<file path="config.mk">
export PLATFORM = sky130hd
export DESIGN_NAME = spc_spi
export DESIGN_NICKNAME = d
export VERILOG_FILES = /design/src/verilog/spc_pkg.sv /design/src/verilog/spc_spi.sv
export SDC_FILE = /design/constraint.sdc
export NUM_CORES = 1
export LEC_CHECK = 0
export ABC_AREA = 1
export BUFFER_PORTS_ARGS = -buffer_cell sky130_fd_sc_hd__buf_4
export CORE_MARGIN = 2
export CORE_UTILIZATION = 60
export CTS_BUF_LIST = sky130_fd_sc_hd__clkbuf_2 sky130_fd_sc_hd__clkbuf_4 sky130_fd_sc_hd__clkbuf_8
export DETAILED_ROUTE_END_ITERATION = 16
export PLACE_DENSITY = 0.94
export SYNTH_ARGS = -nofsm -noshare
export SYNTH_HDL_FRONTEND = slang
export SYNTH_SLANG_ARGS = --single-unit
</file>
<file path="constraint.sdc">
create_clock -name clk_i -period 4 [get_ports clk_i]
set_input_delay 0.4 -clock clk_i [delete_from_list [all_inputs] [get_ports clk_i]]
set_output_delay 0.4 -clock clk_i [all_outputs]
set_load 0.05 [all_outputs]
</file>
<file path="src/verilog/spc_pkg.sv">
// Package of offsets, field positions, reset values and timing counts for the serial peripheral block
package spc_pkg;

  // Register offsets as printed
  localparam logic [15:0] ADDR_CONTROL  = 16'h0010;
  localparam logic [15:0] ADDR_STATUS   = 16'h0011;
  localparam logic [15:0] ADDR_DATA     = 16'h0012;

  // spi_control field positions
  localparam int CTL_RX_IRQ_EN = 7;
  localparam int CTL_MASTER    = 5;
  localparam int CTL_CPOL      = 4;
  localparam int CTL_CPHA      = 3;
  localparam int CTL_WIRED_OR  = 2;
  localparam int CTL_ENABLE    = 1;
  localparam int CTL_TX_IRQ_EN = 0;

  // spi_status_control field positions
  localparam int STS_RX_FULL   = 7;
  localparam int STS_ERR_IRQ   = 6;
  localparam int STS_OVERRUN   = 5;
  localparam int STS_MODE_FLT  = 4;
  localparam int STS_TX_EMPTY  = 3;
  localparam int STS_MODE_FAULT_FLAG_EN   = 2;
  localparam int STS_RATE_HI   = 1;
  localparam int STS_RATE_LO   = 0;

  // Reset values and writable masks
  localparam logic [7:0] CONTROL_RESET  = 8'h28;
  localparam logic [7:0] CONTROL_MASK   = 8'hBF;
  localparam logic [7:0] STS_CTL_RESET  = 8'h00;
  localparam logic [7:0] STS_CTL_MASK   = 8'h47;

  // Transfer length: eight serial clock cycles, two edges each
  localparam logic [4:0] LAST_EDGE      = 5'h0F;

  // Master half period in bus cycles per rate select
  localparam logic [7:0] BAUD_DIV0      = 8'h02;
  localparam logic [7:0] BAUD_DIV1      = 8'h08;
  localparam logic [7:0] BAUD_DIV2      = 8'h20;
  localparam logic [7:0] BAUD_DIV3      = 8'h80;

  // Transfer state
  typedef enum logic {ST_IDLE, ST_ACTIVE} spc_state_t;

endpackage : spc_pkg

</file>
<file path="src/verilog/spc_spi.sv">
// Serial peripheral interface: pins, control registers and byte shifter
//
// What this block does
// - Exchange one byte in eight clock cycles
// - Clock pin driven as master, input as slave
// - Enabled block owns MOSI and clock direction
// - Slave select always an input in slave
// - Select high: MISO released, clocks ignored
// - Master select feeds fault only when enabled
// - Select pin ownership follows mode table
// - Receive enable gates receive-full request
// - Receive-full set on each received byte
// - Master bit chooses mode, resets to master
// - Polarity bit sets idle clock, resets low
// - Both ends match polarity; phase resets set
// - Phase zero slave starts on select fall
// - Phase one slave starts on first edge
// - Select high leaves state machine untouched
// - Wired-OR bit makes outputs open-drain
// - Enable bit; clearing gives partial reset
// - Transmit enable gates transmit-empty request
// - Transmit-empty set when byte enters shifter
// - Disabled: flag set, transfer aborted, cleared
// - Mode fault on slave rise or master low
`timescale 1ns/10ps
module spc_spi (
  // Clock and reset
  input  wire logic        clk_i,
  input  wire logic        rst_n_i,
  // Register port
  input  wire logic [15:0] addr_i,
  input  wire logic [7:0]  wdata_i,
  input  wire logic        wr_i,
  input  wire logic        rd_i,
  output logic      [7:0]  rdata_o,
  // Serial clock pin
  input  wire logic        sck_i,
  output logic             sck_o,
  output logic             sck_oe_o,
  // Master out, slave in pin
  input  wire logic        mosi_i,
  output logic             mosi_o,
  output logic             mosi_oe_o,
  // Master in, slave out pin
  input  wire logic        miso_i,
  output logic             miso_o,
  output logic             miso_oe_o,
  // Slave select pin, input only
  input  wire logic        ss_n_i,
  // Pin ownership towards the shared port
  output logic             pins_owned_o,
  output logic             ss_gpio_o,
  // Interrupt requests
  output logic             rx_irq_o,
  output logic             tx_irq_o,
  output logic             err_irq_o
);

  // Registers and state
  logic [7:0]             ctrl_q;
  logic [7:0]             sts_ctl_q;
  logic [7:0]             txd_q;
  logic [7:0]             rxd_q;
  logic [7:0]             shift_q;
  logic                   rx_full_q;
  logic                   ovr_q;
  logic                   mode_fault_flag_q;
  logic                   tx_empty_q;
  logic                   ovr_arm_q;
  logic                   mode_fault_flag_arm_q;
  spc_pkg::spc_state_t    state_q;
  logic [4:0]             ec_q;
  logic [7:0]             hc_q;
  logic                   ph_q;
  logic                   out_bit_q;
  logic                   rxb_q;
  logic                   done_q;
  logic [3:0]             sync1_q;
  logic [3:0]             sync2_q;
  logic [3:0]             prev_q;
  logic [7:0]             rdata_q;

  // Decoded controls
  logic enable, master, cpol, cpha, wom, mode_fault_detect_enable;
  logic ss_s, sck_s, mosi_s, miso_s;
  logic ss_fall, ss_rise, slave_edge, slave_lead, master_edge;
  logic load_shift, in_bit, m_fault, s_fault;
  logic data_rd, data_wr, sts_rd;
  logic [7:0] ld_src, div;
  logic [1:0] sck_pin, mosi_pin, miso_pin;

  // Half period in bus cycles for a rate select
  function automatic logic [7:0] rate_div(input logic [1:0] rate);
    logic [7:0] d;
    d = spc_pkg::BAUD_DIV0;
    if (rate == 2'h1) begin
      d = spc_pkg::BAUD_DIV1;
    end else if (rate == 2'h2) begin
      d = spc_pkg::BAUD_DIV2;
    end else if (rate == 2'h3) begin
      d = spc_pkg::BAUD_DIV3;
    end
    return d;
  endfunction : rate_div

  // Pin driver: returns {enable, level}; open-drain only pulls low
  function automatic logic [1:0] pin_drive(input logic drv, input logic lvl, input logic od);
    logic [1:0] r;
    r = {drv, lvl};
    if (od) begin
      r = {drv & ~lvl, 1'b0};
    end
    return r;
  endfunction : pin_drive

  assign enable = ctrl_q[spc_pkg::CTL_ENABLE];
  assign master = ctrl_q[spc_pkg::CTL_MASTER];
  assign cpol   = ctrl_q[spc_pkg::CTL_CPOL];
  assign cpha   = ctrl_q[spc_pkg::CTL_CPHA];
  assign wom    = ctrl_q[spc_pkg::CTL_WIRED_OR];
  assign mode_fault_detect_enable = sts_ctl_q[spc_pkg::STS_MODE_FAULT_FLAG_EN];
  assign div    = rate_div(sts_ctl_q[spc_pkg::STS_RATE_HI:spc_pkg::STS_RATE_LO]);

  // Pin inputs pass two flops; bit order ss, sck, mosi, miso
  always_ff @(posedge clk_i) begin
    if (!rst_n_i) begin
      sync1_q <= 4'hF;
      sync2_q <= 4'hF;
      prev_q  <= 4'hF;
    end else begin
      sync1_q <= {ss_n_i, sck_i, mosi_i, miso_i};
      sync2_q <= sync1_q;
      prev_q  <= sync2_q;
    end
  end

  assign ss_s   = sync2_q[3];
  assign sck_s  = sync2_q[2];
  assign mosi_s = sync2_q[1];
  assign miso_s = sync2_q[0];

  // Slave select reaches the block in slave mode, or master with fault detect
  assign ss_fall    = prev_q[3] & ~ss_s;
  assign ss_rise    = ~prev_q[3] & ss_s;
  // Select high masks every incoming clock edge
  assign slave_edge = enable & ~master & ~ss_s & (sck_s ^ prev_q[2]);
  assign slave_lead = slave_edge & (prev_q[2] == cpol);
  assign master_edge = (hc_q == div - 8'h01);
  assign in_bit     = master ? miso_s : mosi_s;
  assign load_shift = enable & (state_q == spc_pkg::ST_IDLE) & ~tx_empty_q;
  assign ld_src     = tx_empty_q ? shift_q : txd_q;
  // Faults only when detection is enabled; master ignores select otherwise
  assign m_fault    = enable & master & mode_fault_detect_enable & ~ss_s;
  assign s_fault    = enable & ~master & mode_fault_detect_enable & ss_rise & (state_q == spc_pkg::ST_ACTIVE);

  // Register strobes
  assign data_rd = rd_i & (addr_i == spc_pkg::ADDR_DATA);
  assign data_wr = wr_i & (addr_i == spc_pkg::ADDR_DATA);
  assign sts_rd  = rd_i & (addr_i == spc_pkg::ADDR_STATUS);

  // Control register; a master fault drops the enable bit
  always_ff @(posedge clk_i) begin
    if (!rst_n_i) begin
      ctrl_q <= spc_pkg::CONTROL_RESET;
    end else if (m_fault) begin
      ctrl_q[spc_pkg::CTL_ENABLE] <= 1'b0;
    end else if (wr_i && addr_i == spc_pkg::ADDR_CONTROL) begin
      ctrl_q <= wdata_i & spc_pkg::CONTROL_MASK;
    end
  end

  // Status control bits: error enable, fault detect, rate
  always_ff @(posedge clk_i) begin
    if (!rst_n_i) begin
      sts_ctl_q <= spc_pkg::STS_CTL_RESET;
    end else if (wr_i && addr_i == spc_pkg::ADDR_STATUS) begin
      sts_ctl_q <= wdata_i & spc_pkg::STS_CTL_MASK;
    end
  end

  // Transmit buffer holds late writes until the next transfer
  always_ff @(posedge clk_i) begin
    if (!rst_n_i) begin
      txd_q <= 8'h00;
    end else if (data_wr) begin
      txd_q <= wdata_i;
    end
  end

  // Transmit-empty: set on load into shifter and while disabled
  always_ff @(posedge clk_i) begin
    if (!rst_n_i) begin
      tx_empty_q <= 1'b1;
    end else if (!enable || load_shift) begin
      tx_empty_q <= 1'b1;
    end else if (data_wr) begin
      tx_empty_q <= 1'b0;
    end
  end

  // Receive side: overflow keeps the old byte; set wins over clear
  always_ff @(posedge clk_i) begin
    if (!rst_n_i) begin
      rxd_q     <= 8'h00;
      rx_full_q <= 1'b0;
      ovr_q     <= 1'b0;
      ovr_arm_q <= 1'b0;
    end else begin
      if (done_q && !rx_full_q) begin
        rxd_q <= shift_q;
      end
      if (done_q) begin
        rx_full_q <= 1'b1;
      end else if (data_rd) begin
        rx_full_q <= 1'b0;
      end
      if (done_q && rx_full_q) begin
        ovr_q <= 1'b1;
      end else if (data_rd && ovr_arm_q) begin
        ovr_q <= 1'b0;
      end
      if (sts_rd) begin
        ovr_arm_q <= ovr_q;
      end else if (data_rd) begin
        ovr_arm_q <= 1'b0;
      end
    end
  end

  // Mode fault flag: cleared by status read then data write
  always_ff @(posedge clk_i) begin
    if (!rst_n_i) begin
      mode_fault_flag_q     <= 1'b0;
      mode_fault_flag_arm_q <= 1'b0;
    end else begin
      if (m_fault || s_fault) begin
        mode_fault_flag_q <= 1'b1;
      end else if (data_wr && mode_fault_flag_arm_q) begin
        mode_fault_flag_q <= 1'b0;
      end
      if (sts_rd) begin
        mode_fault_flag_arm_q <= mode_fault_flag_q;
      end else if (data_wr) begin
        mode_fault_flag_arm_q <= 1'b0;
      end
    end
  end

  // Transfer engine; disable aborts and clears it
  always_ff @(posedge clk_i) begin
    if (!rst_n_i || !enable) begin
      state_q   <= spc_pkg::ST_IDLE;
      shift_q   <= 8'h00;
      ec_q      <= 5'h00;
      hc_q      <= 8'h00;
      ph_q      <= 1'b0;
      out_bit_q <= 1'b0;
      rxb_q     <= 1'b0;
      done_q    <= 1'b0;
    end else begin
      done_q <= 1'b0;
      case (state_q)
        spc_pkg::ST_IDLE: begin
          shift_q <= ld_src;
          hc_q    <= 8'h00;
          ph_q    <= 1'b0;
          ec_q    <= 5'h00;
          if (master) begin
            if (!tx_empty_q) begin
              state_q   <= spc_pkg::ST_ACTIVE;
              out_bit_q <= txd_q[7];
            end
          end else if (!cpha && ss_fall) begin
            state_q   <= spc_pkg::ST_ACTIVE;
            out_bit_q <= ld_src[7];
          end else if (cpha && slave_lead) begin
            state_q   <= spc_pkg::ST_ACTIVE;
            out_bit_q <= ld_src[7];
            ec_q      <= 5'h01;
          end
        end
        spc_pkg::ST_ACTIVE: begin
          if (master) begin
            hc_q <= master_edge ? 8'h00 : hc_q + 8'h01;
          end
          // In slave mode, select high holds everything as it is
          if ((master && master_edge) || slave_edge) begin
            ph_q <= ~ph_q;
            ec_q <= ec_q + 5'h01;
            if (!ec_q[0]) begin
              if (cpha) begin
                out_bit_q <= shift_q[7];
              end else begin
                rxb_q <= in_bit;
              end
            end else begin
              if (cpha) begin
                shift_q <= {shift_q[6:0], in_bit};
              end else begin
                shift_q   <= {shift_q[6:0], rxb_q};
                out_bit_q <= shift_q[6];
              end
              if (ec_q == spc_pkg::LAST_EDGE) begin
                state_q <= spc_pkg::ST_IDLE;
                done_q  <= 1'b1;
              end
            end
          end
        end
        default: begin
          state_q <= spc_pkg::ST_IDLE;
        end
      endcase
    end
  end

  // Pin levels before the output flops
  assign sck_pin  = pin_drive(enable & master, cpol ^ ph_q, wom);
  assign mosi_pin = pin_drive(enable & master, out_bit_q, wom);
  assign miso_pin = pin_drive(enable & ~master & ~ss_s, out_bit_q, wom);

  // Registered pins, ownership and requests
  always_ff @(posedge clk_i) begin
    if (!rst_n_i) begin
      sck_oe_o     <= 1'b0;
      sck_o        <= 1'b0;
      mosi_oe_o    <= 1'b0;
      mosi_o       <= 1'b0;
      miso_oe_o    <= 1'b0;
      miso_o       <= 1'b0;
      pins_owned_o <= 1'b0;
      ss_gpio_o    <= 1'b1;
      rx_irq_o     <= 1'b0;
      tx_irq_o     <= 1'b0;
      err_irq_o    <= 1'b0;
    end else begin
      {sck_oe_o, sck_o}   <= sck_pin;
      {mosi_oe_o, mosi_o} <= mosi_pin;
      {miso_oe_o, miso_o} <= miso_pin;
      pins_owned_o <= enable;
      ss_gpio_o    <= ~enable | (master & ~mode_fault_detect_enable);
      rx_irq_o     <= enable & rx_full_q & ctrl_q[spc_pkg::CTL_RX_IRQ_EN];
      tx_irq_o     <= tx_empty_q & ctrl_q[spc_pkg::CTL_TX_IRQ_EN];
      err_irq_o    <= ctrl_q[spc_pkg::CTL_RX_IRQ_EN] & sts_ctl_q[spc_pkg::STS_ERR_IRQ] & (ovr_q | mode_fault_flag_q);
    end
  end

  // Read data, valid the cycle after the strobe; unmapped reads zero
  always_ff @(posedge clk_i) begin
    if (!rst_n_i) begin
      rdata_q <= 8'h00;
    end else if (!rd_i) begin
      rdata_q <= 8'h00;
    end else if (addr_i == spc_pkg::ADDR_CONTROL) begin
      rdata_q <= ctrl_q;
    end else if (addr_i == spc_pkg::ADDR_STATUS) begin
      rdata_q <= {rx_full_q, sts_ctl_q[6], ovr_q, mode_fault_flag_q, tx_empty_q, sts_ctl_q[2:0]};
    end else if (addr_i == spc_pkg::ADDR_DATA) begin
      rdata_q <= rxd_q;
    end else begin
      rdata_q <= 8'h00;
    end
  end

  assign rdata_o = rdata_q;

  // Helper: edges seen in the current transfer
  logic [4:0] edges_q;
  always_ff @(posedge clk_i) begin
    if (!rst_n_i || state_q == spc_pkg::ST_IDLE) begin
      edges_q <= (cpha && slave_lead && !master) ? 5'h01 : 5'h00;
    end else if ((master && master_edge) || slave_edge) begin
      edges_q <= edges_q + 5'h01;
    end
  end
endmodule : spc_spi

</file>
==> out/qor.yml, run 1 <==
slowest_delay_ps: 840
track_usage: 0.2838
cp.depth: 8
cpMaxStageDelayCell: "dfxtp_1"
path_clk_slew_ps: 90
initial_utilization: 0.6316
tightestPinTransition_ps: 860.8
r2r_start: "ctrl_q[5]"
wl_met3_um: 867
post_cts_buffers: 0
r2r-end: "shift_q[4]"
ir_drop_mv: 0.3400
cp_max_fo: 16
final_hold_viol_count: 0
p_seq_frac: 0.560
cts.sinks: 87
first_pass_iters: 5
gr-total-overflow: 0
clock_path_buffers: 2
cp_top_family: "flip-flops"
min_from: "mosi_i"
htree_levels: 3
synth_area_um2: 3784
synth_edf_count: 0
final-setup-viol-count: 0
relSlewSlack: 0.4255
post-route-util: 0.7325
num_io_pins: 51
drcViolationCount: 0
wire_per_inst_um: 15.38
ys_ff_latch: 87
cts_tree: "done"
die_area_um2: 6957
status: "finished clean"
post-dp-hpwl_um: 6887
slew_viol_final: 0
critPathBufInv: 2
dp.cells: 620
wl_met2_um: 4637
clock_latency_ps: 380
yosys_warnings: 0
grt_max_degree: 28
worstPathCellList: "inv_2 -> nand3_1 -> a21oi_1 -> inv_1 -> nand3_4 -> nand3_2 -> nand2_1 -> a21oi_1"
r2r_cells: 8
drive_above_1_share: 0.1907
switching_share: 0.2350
p_leak_nw: 1.686
finish.instance_area_um2: 4388
port_buffers: 50
max_freq_mhz: 466.6
dpl_cell_area_um2: 4185
startpoint_type: "flop"
drtIter0Drc: 448
antenna_found_initial: 0
fin_crit_sh: 0.5358
power_w: 0.001555
synth_area_per_cell_um2: 7.463
num_rows: 28
rsz0062_at_grt: "no"
min_to: "sync1_q[1]"
finalSetupTns_ps: 0
synth_cell_types: 36
synth_flop_cell: "dfxtp_1"
synth_fp_nets: 543
postRouteAntennaNets: 0
p_switching_w: 0.0003654
syn_inst: 507
area_growth_pct: 15.97
pwr-share-clk: 0.405
seq_area_frac_synth: 0.4603
dr.max_layer_used: "met4"
grt_pass1_vias: 3401
crit_required_ps: 4290
cts-root-buf: "clkbuf_8"
hold_class: "in2reg"
routabilityCongestion: 0.9457
maxCapViolCount: 0
p_int_w: 0.001190
grt_pass1_wl_um: 15950
cts_made_buffers: 9
n_antenna_cell: 0
dr_total_vias: 3754
drt-met1-wl_um: 3931
async_reset_ff_frac: 0
fillers: 462
r2r_slack_ps: 1860
end_kind: "flop"
crit_top_cell: "a21oi_1"
worstHoldPathCells: 2
fin_skew_ps: 12.47
powerDensity_nw_per_um2: 354.4
cts_resized: 0
fin_crit_ps: 2143
critPathArrivalTime_ps: 2430
worst-setup-path-type: "reg2reg"
instances_no_fill: 636
route.final.wire_length_um: 9781
coreArea_um2: 5991
die_x_um: 83.41
vias_per_cell: 5.903
pwr-share-comb: 0.035
nNetsFinal: 592
fp.dieH_um: 83.41
ctsHoldBuffers: 0
worst max path at each step:
stage | start | to | slack (ps)
after floorplan | sts_ctl_q[1] | shift_q[1] | 2320
after global placement | ctrl_q[5] | shift_q[0] | 2090
after detailed placement | ctrl_q[5] | shift_q[5] | 1980
after CTS | ctrl_q[5] | shift_q[6] | 1940
after global routing | ctrl_q[5] | shift_q[5] | 1740
final | ctrl_q[5] | shift_q[4] | 1860
power groups by stage:
stage,registers [W],clock network (W),logic [W]
2_1_floorplan,0.000891,0,0.0000211
3_3_place_gp,0.000891,0,0.0000513
3_5_place_dp,0.000891,0,0.0000530
4_1_cts,0.000871,0.000630,0.0000533
5_1_grt,0.000871,0.000668,0.0000586
6_report,0.000871,0.000630,0.0000544
final cells by class:
class | count | area (um2) | share of cell area
clock buffers | 9 | 123.9 | 0.02823
clock inverters | 7 | 78.83 | 0.01796
inverters | 50 | 187.7 | 0.04277
multi-input cells | 358 | 1787 | 0.4072
flip-flops and latches | 87 | 1742 | 0.3969
well taps | 75 | 93.84 | 0.02139
repair buffers | 50 | 375.4 | 0.08554
metal layers:
metal / track usage / vias to the layer above
met4: 0.1188 / 0
met1: 0.3532 / 1724
met3: 0.07455 / 44
li1: - / 1772
met2: 0.4670 / 214
met5: 0 / -
cell usage after synthesis (2+ instances only):
cell,count,area (um2)
nand2_1,106,397.9
dfxtp_1,87,1742
nor2_1,58,217.7
a21oi_1,46,230.2
inv_1,37,138.9
nand3_1,36,180.2
o21ai_0,29,145.1
nand4_1,11,68.82
inv_2,9,33.78
or2_2,9,56.30
nand2_2,8,50.05
nor3_1,8,40.04
a31oi_1,7,43.79
clkbuf_1,6,22.52
a22oi_1,4,30.03
clkinv_1,4,15.01
ha_1,4,50.05
nand3_2,4,40.04
nor2_2,4,25.02
buf_2,3,15.01
nor2_4,3,33.78
xnor2_1,3,26.28
xor2_1,3,26.28
a211oi_1,2,15.01
a22o_1,2,17.52
buf_4,2,15.01
o211ai_1,2,15.01
o21ai_1,2,10.01
kinds of logic after synthesis:
family | count (synthesis) | share of synthesized area
buffers and inverters | 62 | 0.06745
AOI/OAI and AO/OA | 96 | 0.1386
adders and majority gates | 4 | 0.01323
xor gates and xnor gates | 6 | 0.01389
DFF | 87 | 0.4603
and+or+nand+nor | 252 | 0.3065
flip-flops by register name, summed over array words and instances (netlist names), 2 cells and up:
register / flops
ec_q: 5
rxd_q: 8
ctrl_q: 7
rdata_o: 8
sync1_q: 4
prev_q: 2
hc_q: 8
shift_q: 8
sync2_q: 4
txd_q: 8
sts_ctl_q: 4
through the flow:
step	hold WS, ps	worst slack [ps]
global placement	394.5	2093
global route	204.8	1735
finish	203.2	1857
detailed placement	406.1	1981
floorplan	392.5	2319
CTS	208.1	1938
cells in the final DEF (no fill, tap or decap), types with 2 or more instances in the layout:
master / count
nor2_4: 3
inv_6: 2
dfxtp_1: 87
o21ai_0: 29
buf_4: 50
nand2_2: 8
nor2_1: 58
a22o_1: 2
nor3_1: 8
nand2_1: 106
ha_1: 4
inv_2: 9
nand3_2: 4
a31oi_1: 7
a211oi_1: 2
clkinvlp_4: 3
a22oi_1: 4
nand3_1: 36
or2_2: 9
nand4_1: 11
xnor2_1: 3
a21oi_1: 46
clkbuf_8: 9
xor2_1: 3
inv_1: 37
o211ai_1: 2
o21ai_1: 2
clkinv_1: 4
nor2_2: 4
No activity file was read; power rests on OpenSTA's default activity.
==> run 2, diff against run 1 <==
--- a/config.mk
+++ b/config.mk
@@ -5,13 +5,13 @@
 export SDC_FILE = /design/constraint.sdc
 export NUM_CORES = 1
 export LEC_CHECK = 0
-export ABC_AREA = 1
+export ABC_AREA = 0
 export BUFFER_PORTS_ARGS = -buffer_cell sky130_fd_sc_hd__buf_4
 export CORE_MARGIN = 2
-export CORE_UTILIZATION = 60
+export CORE_UTILIZATION = 59
 export CTS_BUF_LIST = sky130_fd_sc_hd__clkbuf_2 sky130_fd_sc_hd__clkbuf_4 sky130_fd_sc_hd__clkbuf_8
 export DETAILED_ROUTE_END_ITERATION = 16
-export PLACE_DENSITY = 0.94
+export PLACE_DENSITY = 0.93
 export SYNTH_ARGS = -nofsm -noshare
 export SYNTH_HDL_FRONTEND = slang
 export SYNTH_SLANG_ARGS = --single-unit
==> constraint.sdc (replaced) <==
create_clock -name clk_i -period 2 [get_ports clk_i]
set_input_delay 0.2 -clock clk_i [delete_from_list [all_inputs] [get_ports clk_i]]
set_output_delay 0.2 -clock clk_i [all_outputs]
set_load 0.05 [all_outputs]
==> out/qor.yml, run 2 <==
yosysTopAreaCell: "dfxtp_1"
first_pass_iters: 6
relSlewSlack: 0.5631
cp_max_fo: 3
tightestPinTransition_ps: 654.0
postRouteAntennaNets: 0
coreArea_um2: 5956
whs_ps: 27.77
num_io_pins: 51
power_w: 0.002976
finish.instance_area_um2: 4683
track_usage: 0.3068
crit_required_ps: 2280
startpoint_type: "flop"
r2r_slack_ps: -220
worst-setup-path-type: "reg2reg"
final-setup-viol-count: 18
rsz0062_at_grt: "yes"
p_int_w: 0.002322
drive_above_1_share: 0.2925
yosysMostFrequentCell: "dfxtp_1"
ys_ff_latch: 87
port_buffers: 50
vias_per_cell: 6.346
r2r_cells: 6
post-dp-hpwl_um: 6769
ir_drop_mv: 0.5108
synth_area_per_cell_um2: 9.170
n_antenna_cell: 0
powerDensity_nw_per_um2: 635.5
drcViolationCount: 0
die_x_um: 82.95
drtIter0Drc: 423
dp.cells: 535
fin_skew_ps: 9.585
synth_cell_types: 50
p_leak_nw: 1.809
critPathLaunch: "hc_q[6]"
fillers: 355
path_clk_slew_ps: 90
r2r-end: "out_bit_q"
max_freq_mhz: 450.9
fin_crit_ps: 2218
initial_utilization: 0.6174
synth_edf_count: 0
fin_crit_sh: 1.109
instances_no_fill: 557
status: "complete, but fails checks"
synth_fp_nets: 437
die_area_um2: 6880
p_seq_frac: 0.585
grt_max_degree: 29
drt-met1-wl_um: 4124
routabilityCongestion: 0.9310
end_kind: "flop"
yosys.area.top_type_share: 0.4736
dpl_cell_area_um2: 4304
final_common_cell: "dfxtp_1"
syn_inst: 401
switching_share: 0.2199
htree_levels: 3
grt_pass1_wl_um: 16830
nNetsFinal: 513
slew_viol_final: 0
fp.dieH_um: 82.95
mostFrequentLayoutCells: "85 x dfxtp_1, 82 x buf_4, 47 x nand2_1"
grt_pass1_vias: 3397
ys_top_cells_by_area: "dfxtp_1 47%, nand2_1 5.1%, a21boi_0 3.9%, mux2i_1 3.8%, nor2_1 3.4%"
final.setup.worst_slack_ps: -218.0
num_rows: 28
clock_path_buffers: 2
synth_flop_cell: "dfxtp_1"
r2r_start: "hc_q[6]"
yosys_warnings: 0
wire_per_inst_um: 19.59
hold_class: "in2reg"
crit_end: "out_bit_q"
synth_area_um2: 3677
wl_met3_um: 906
antenna_found_initial: 0
pwr-share-clk: 0.380
seq_area_frac_synth: 0.4736
cts-root-buf: "clkbuf_8"
pwr-share-comb: 0.035
violations: "negative setup slack"
cts.sinks: 87
dr_total_vias: 3535
gr-total-overflow: 0
async_reset_ff_frac: 0
synthTopCellsByCount: "87 x dfxtp_1, 50 x nand2_1, 33 x nor2_1, 20 x a21oi_1, 20 x nand3_1"
route.final.wire_length_um: 10910
cts_made_buffers: 9
maxCapViolCount: 0
cts_tree: "done"
dr.max_layer_used: "met4"
p_switching_w: 0.0006544
clock_latency_ps: 360
wl_met2_um: 5288
final_hold_viol_count: 0
critPathArrivalTime_ps: 2500
area_growth_pct: 27.36
==> run 2: worst max-delay path, cell delays in order, from the launching register on <==
cell and delay, ps:
dfxtp_2 340, or4_4 530, o22a_1 280, a211o_4 380
nand2_4 90, mux2_4 310, a221oi_2 210
==> run 2: kinds of logic after synthesis <==
family / Yosys count / share of synthesized area
adders and majority gates: 4 / 0.01361
buffers and inverters: 31 / 0.04423
xor gates and xnor gates: 15 / 0.03573
AOI/OAI and AO/OA: 80 / 0.1620
DFF: 87 / 0.4736
and+or+nand+nor: 169 / 0.2297
muxes: 15 / 0.04117
==> run 2: worst min-delay path by stage <==
stage / start / to / cells after the start
finish: miso_i / sync1_q[0] / 2
global route: sck_i / sync1_q[2] / 2
CTS: ss_n_i / sync1_q[3] / 2
detailed placement: miso_i / sync1_q[0] / 2
global placement: sck_i / sync1_q[2] / 2
floorplan: miso_i / sync1_q[0] / 1
==> run 2: power by group through the flow <==
| stage | Clock (W) | Combinational, W | Sequential [W] |
|---|---|---|---|
| 2_1_floorplan | 0 | 0.0000356 | 0.00178 |
| 5_1_grt | 0.00121 | 0.000110 | 0.00174 |
| 3_3_place_gp | 0 | 0.0000969 | 0.00178 |
| 6_report | 0.00113 | 0.000104 | 0.00174 |
| 3_5_place_dp | 0 | 0.0000990 | 0.00178 |
| 4_1_cts | 0.00113 | 0.0000997 | 0.00174 |
==> run 2: layer usage <==
layer | GRT usage | up-vias
met5 | 0 | -
met4 | 0.1863 | 0
met3 | 0.04473 | 64
met2 | 0.5051 | 242
met1 | 0.3794 | 1662
li1 | - | 1567
==> run 2: cell type report <==
class                           instances  area, um2  share of cell area
Multi-Input combinational cell        283       1946              0.4154
Sequential cell                        87       1744              0.3724
Timing Repair Buffer                   89      694.4              0.1483
Clock buffer                           12      158.9             0.03393
Tap cell                               75      93.84             0.02004
Inverter                                7      26.28            0.005610
Clock inverter                          4      20.02            0.004275
==> run 2: timing repair <==
action	CTS	global route
endpoints found under the setup margin	18	20
hold buffers	0	0
buffers inserted	5	1
pin swaps	8	4
gates cloned	0	0
gates resized for setup	21	15
==> run 2: metrics by stage <==
step	setup slack [ps]	utilization	TNS (ps)
after floorplan	-48.88	-	-148.5
after global placement	-96.93	0.7227	-438.2
after detailed placement	-159.0	0.7227	-1249
after CTS	-201.6	0.7731	-1894
after global routing	-257.4	0.7863	-3692
final	-218.0	0.7863	-2437
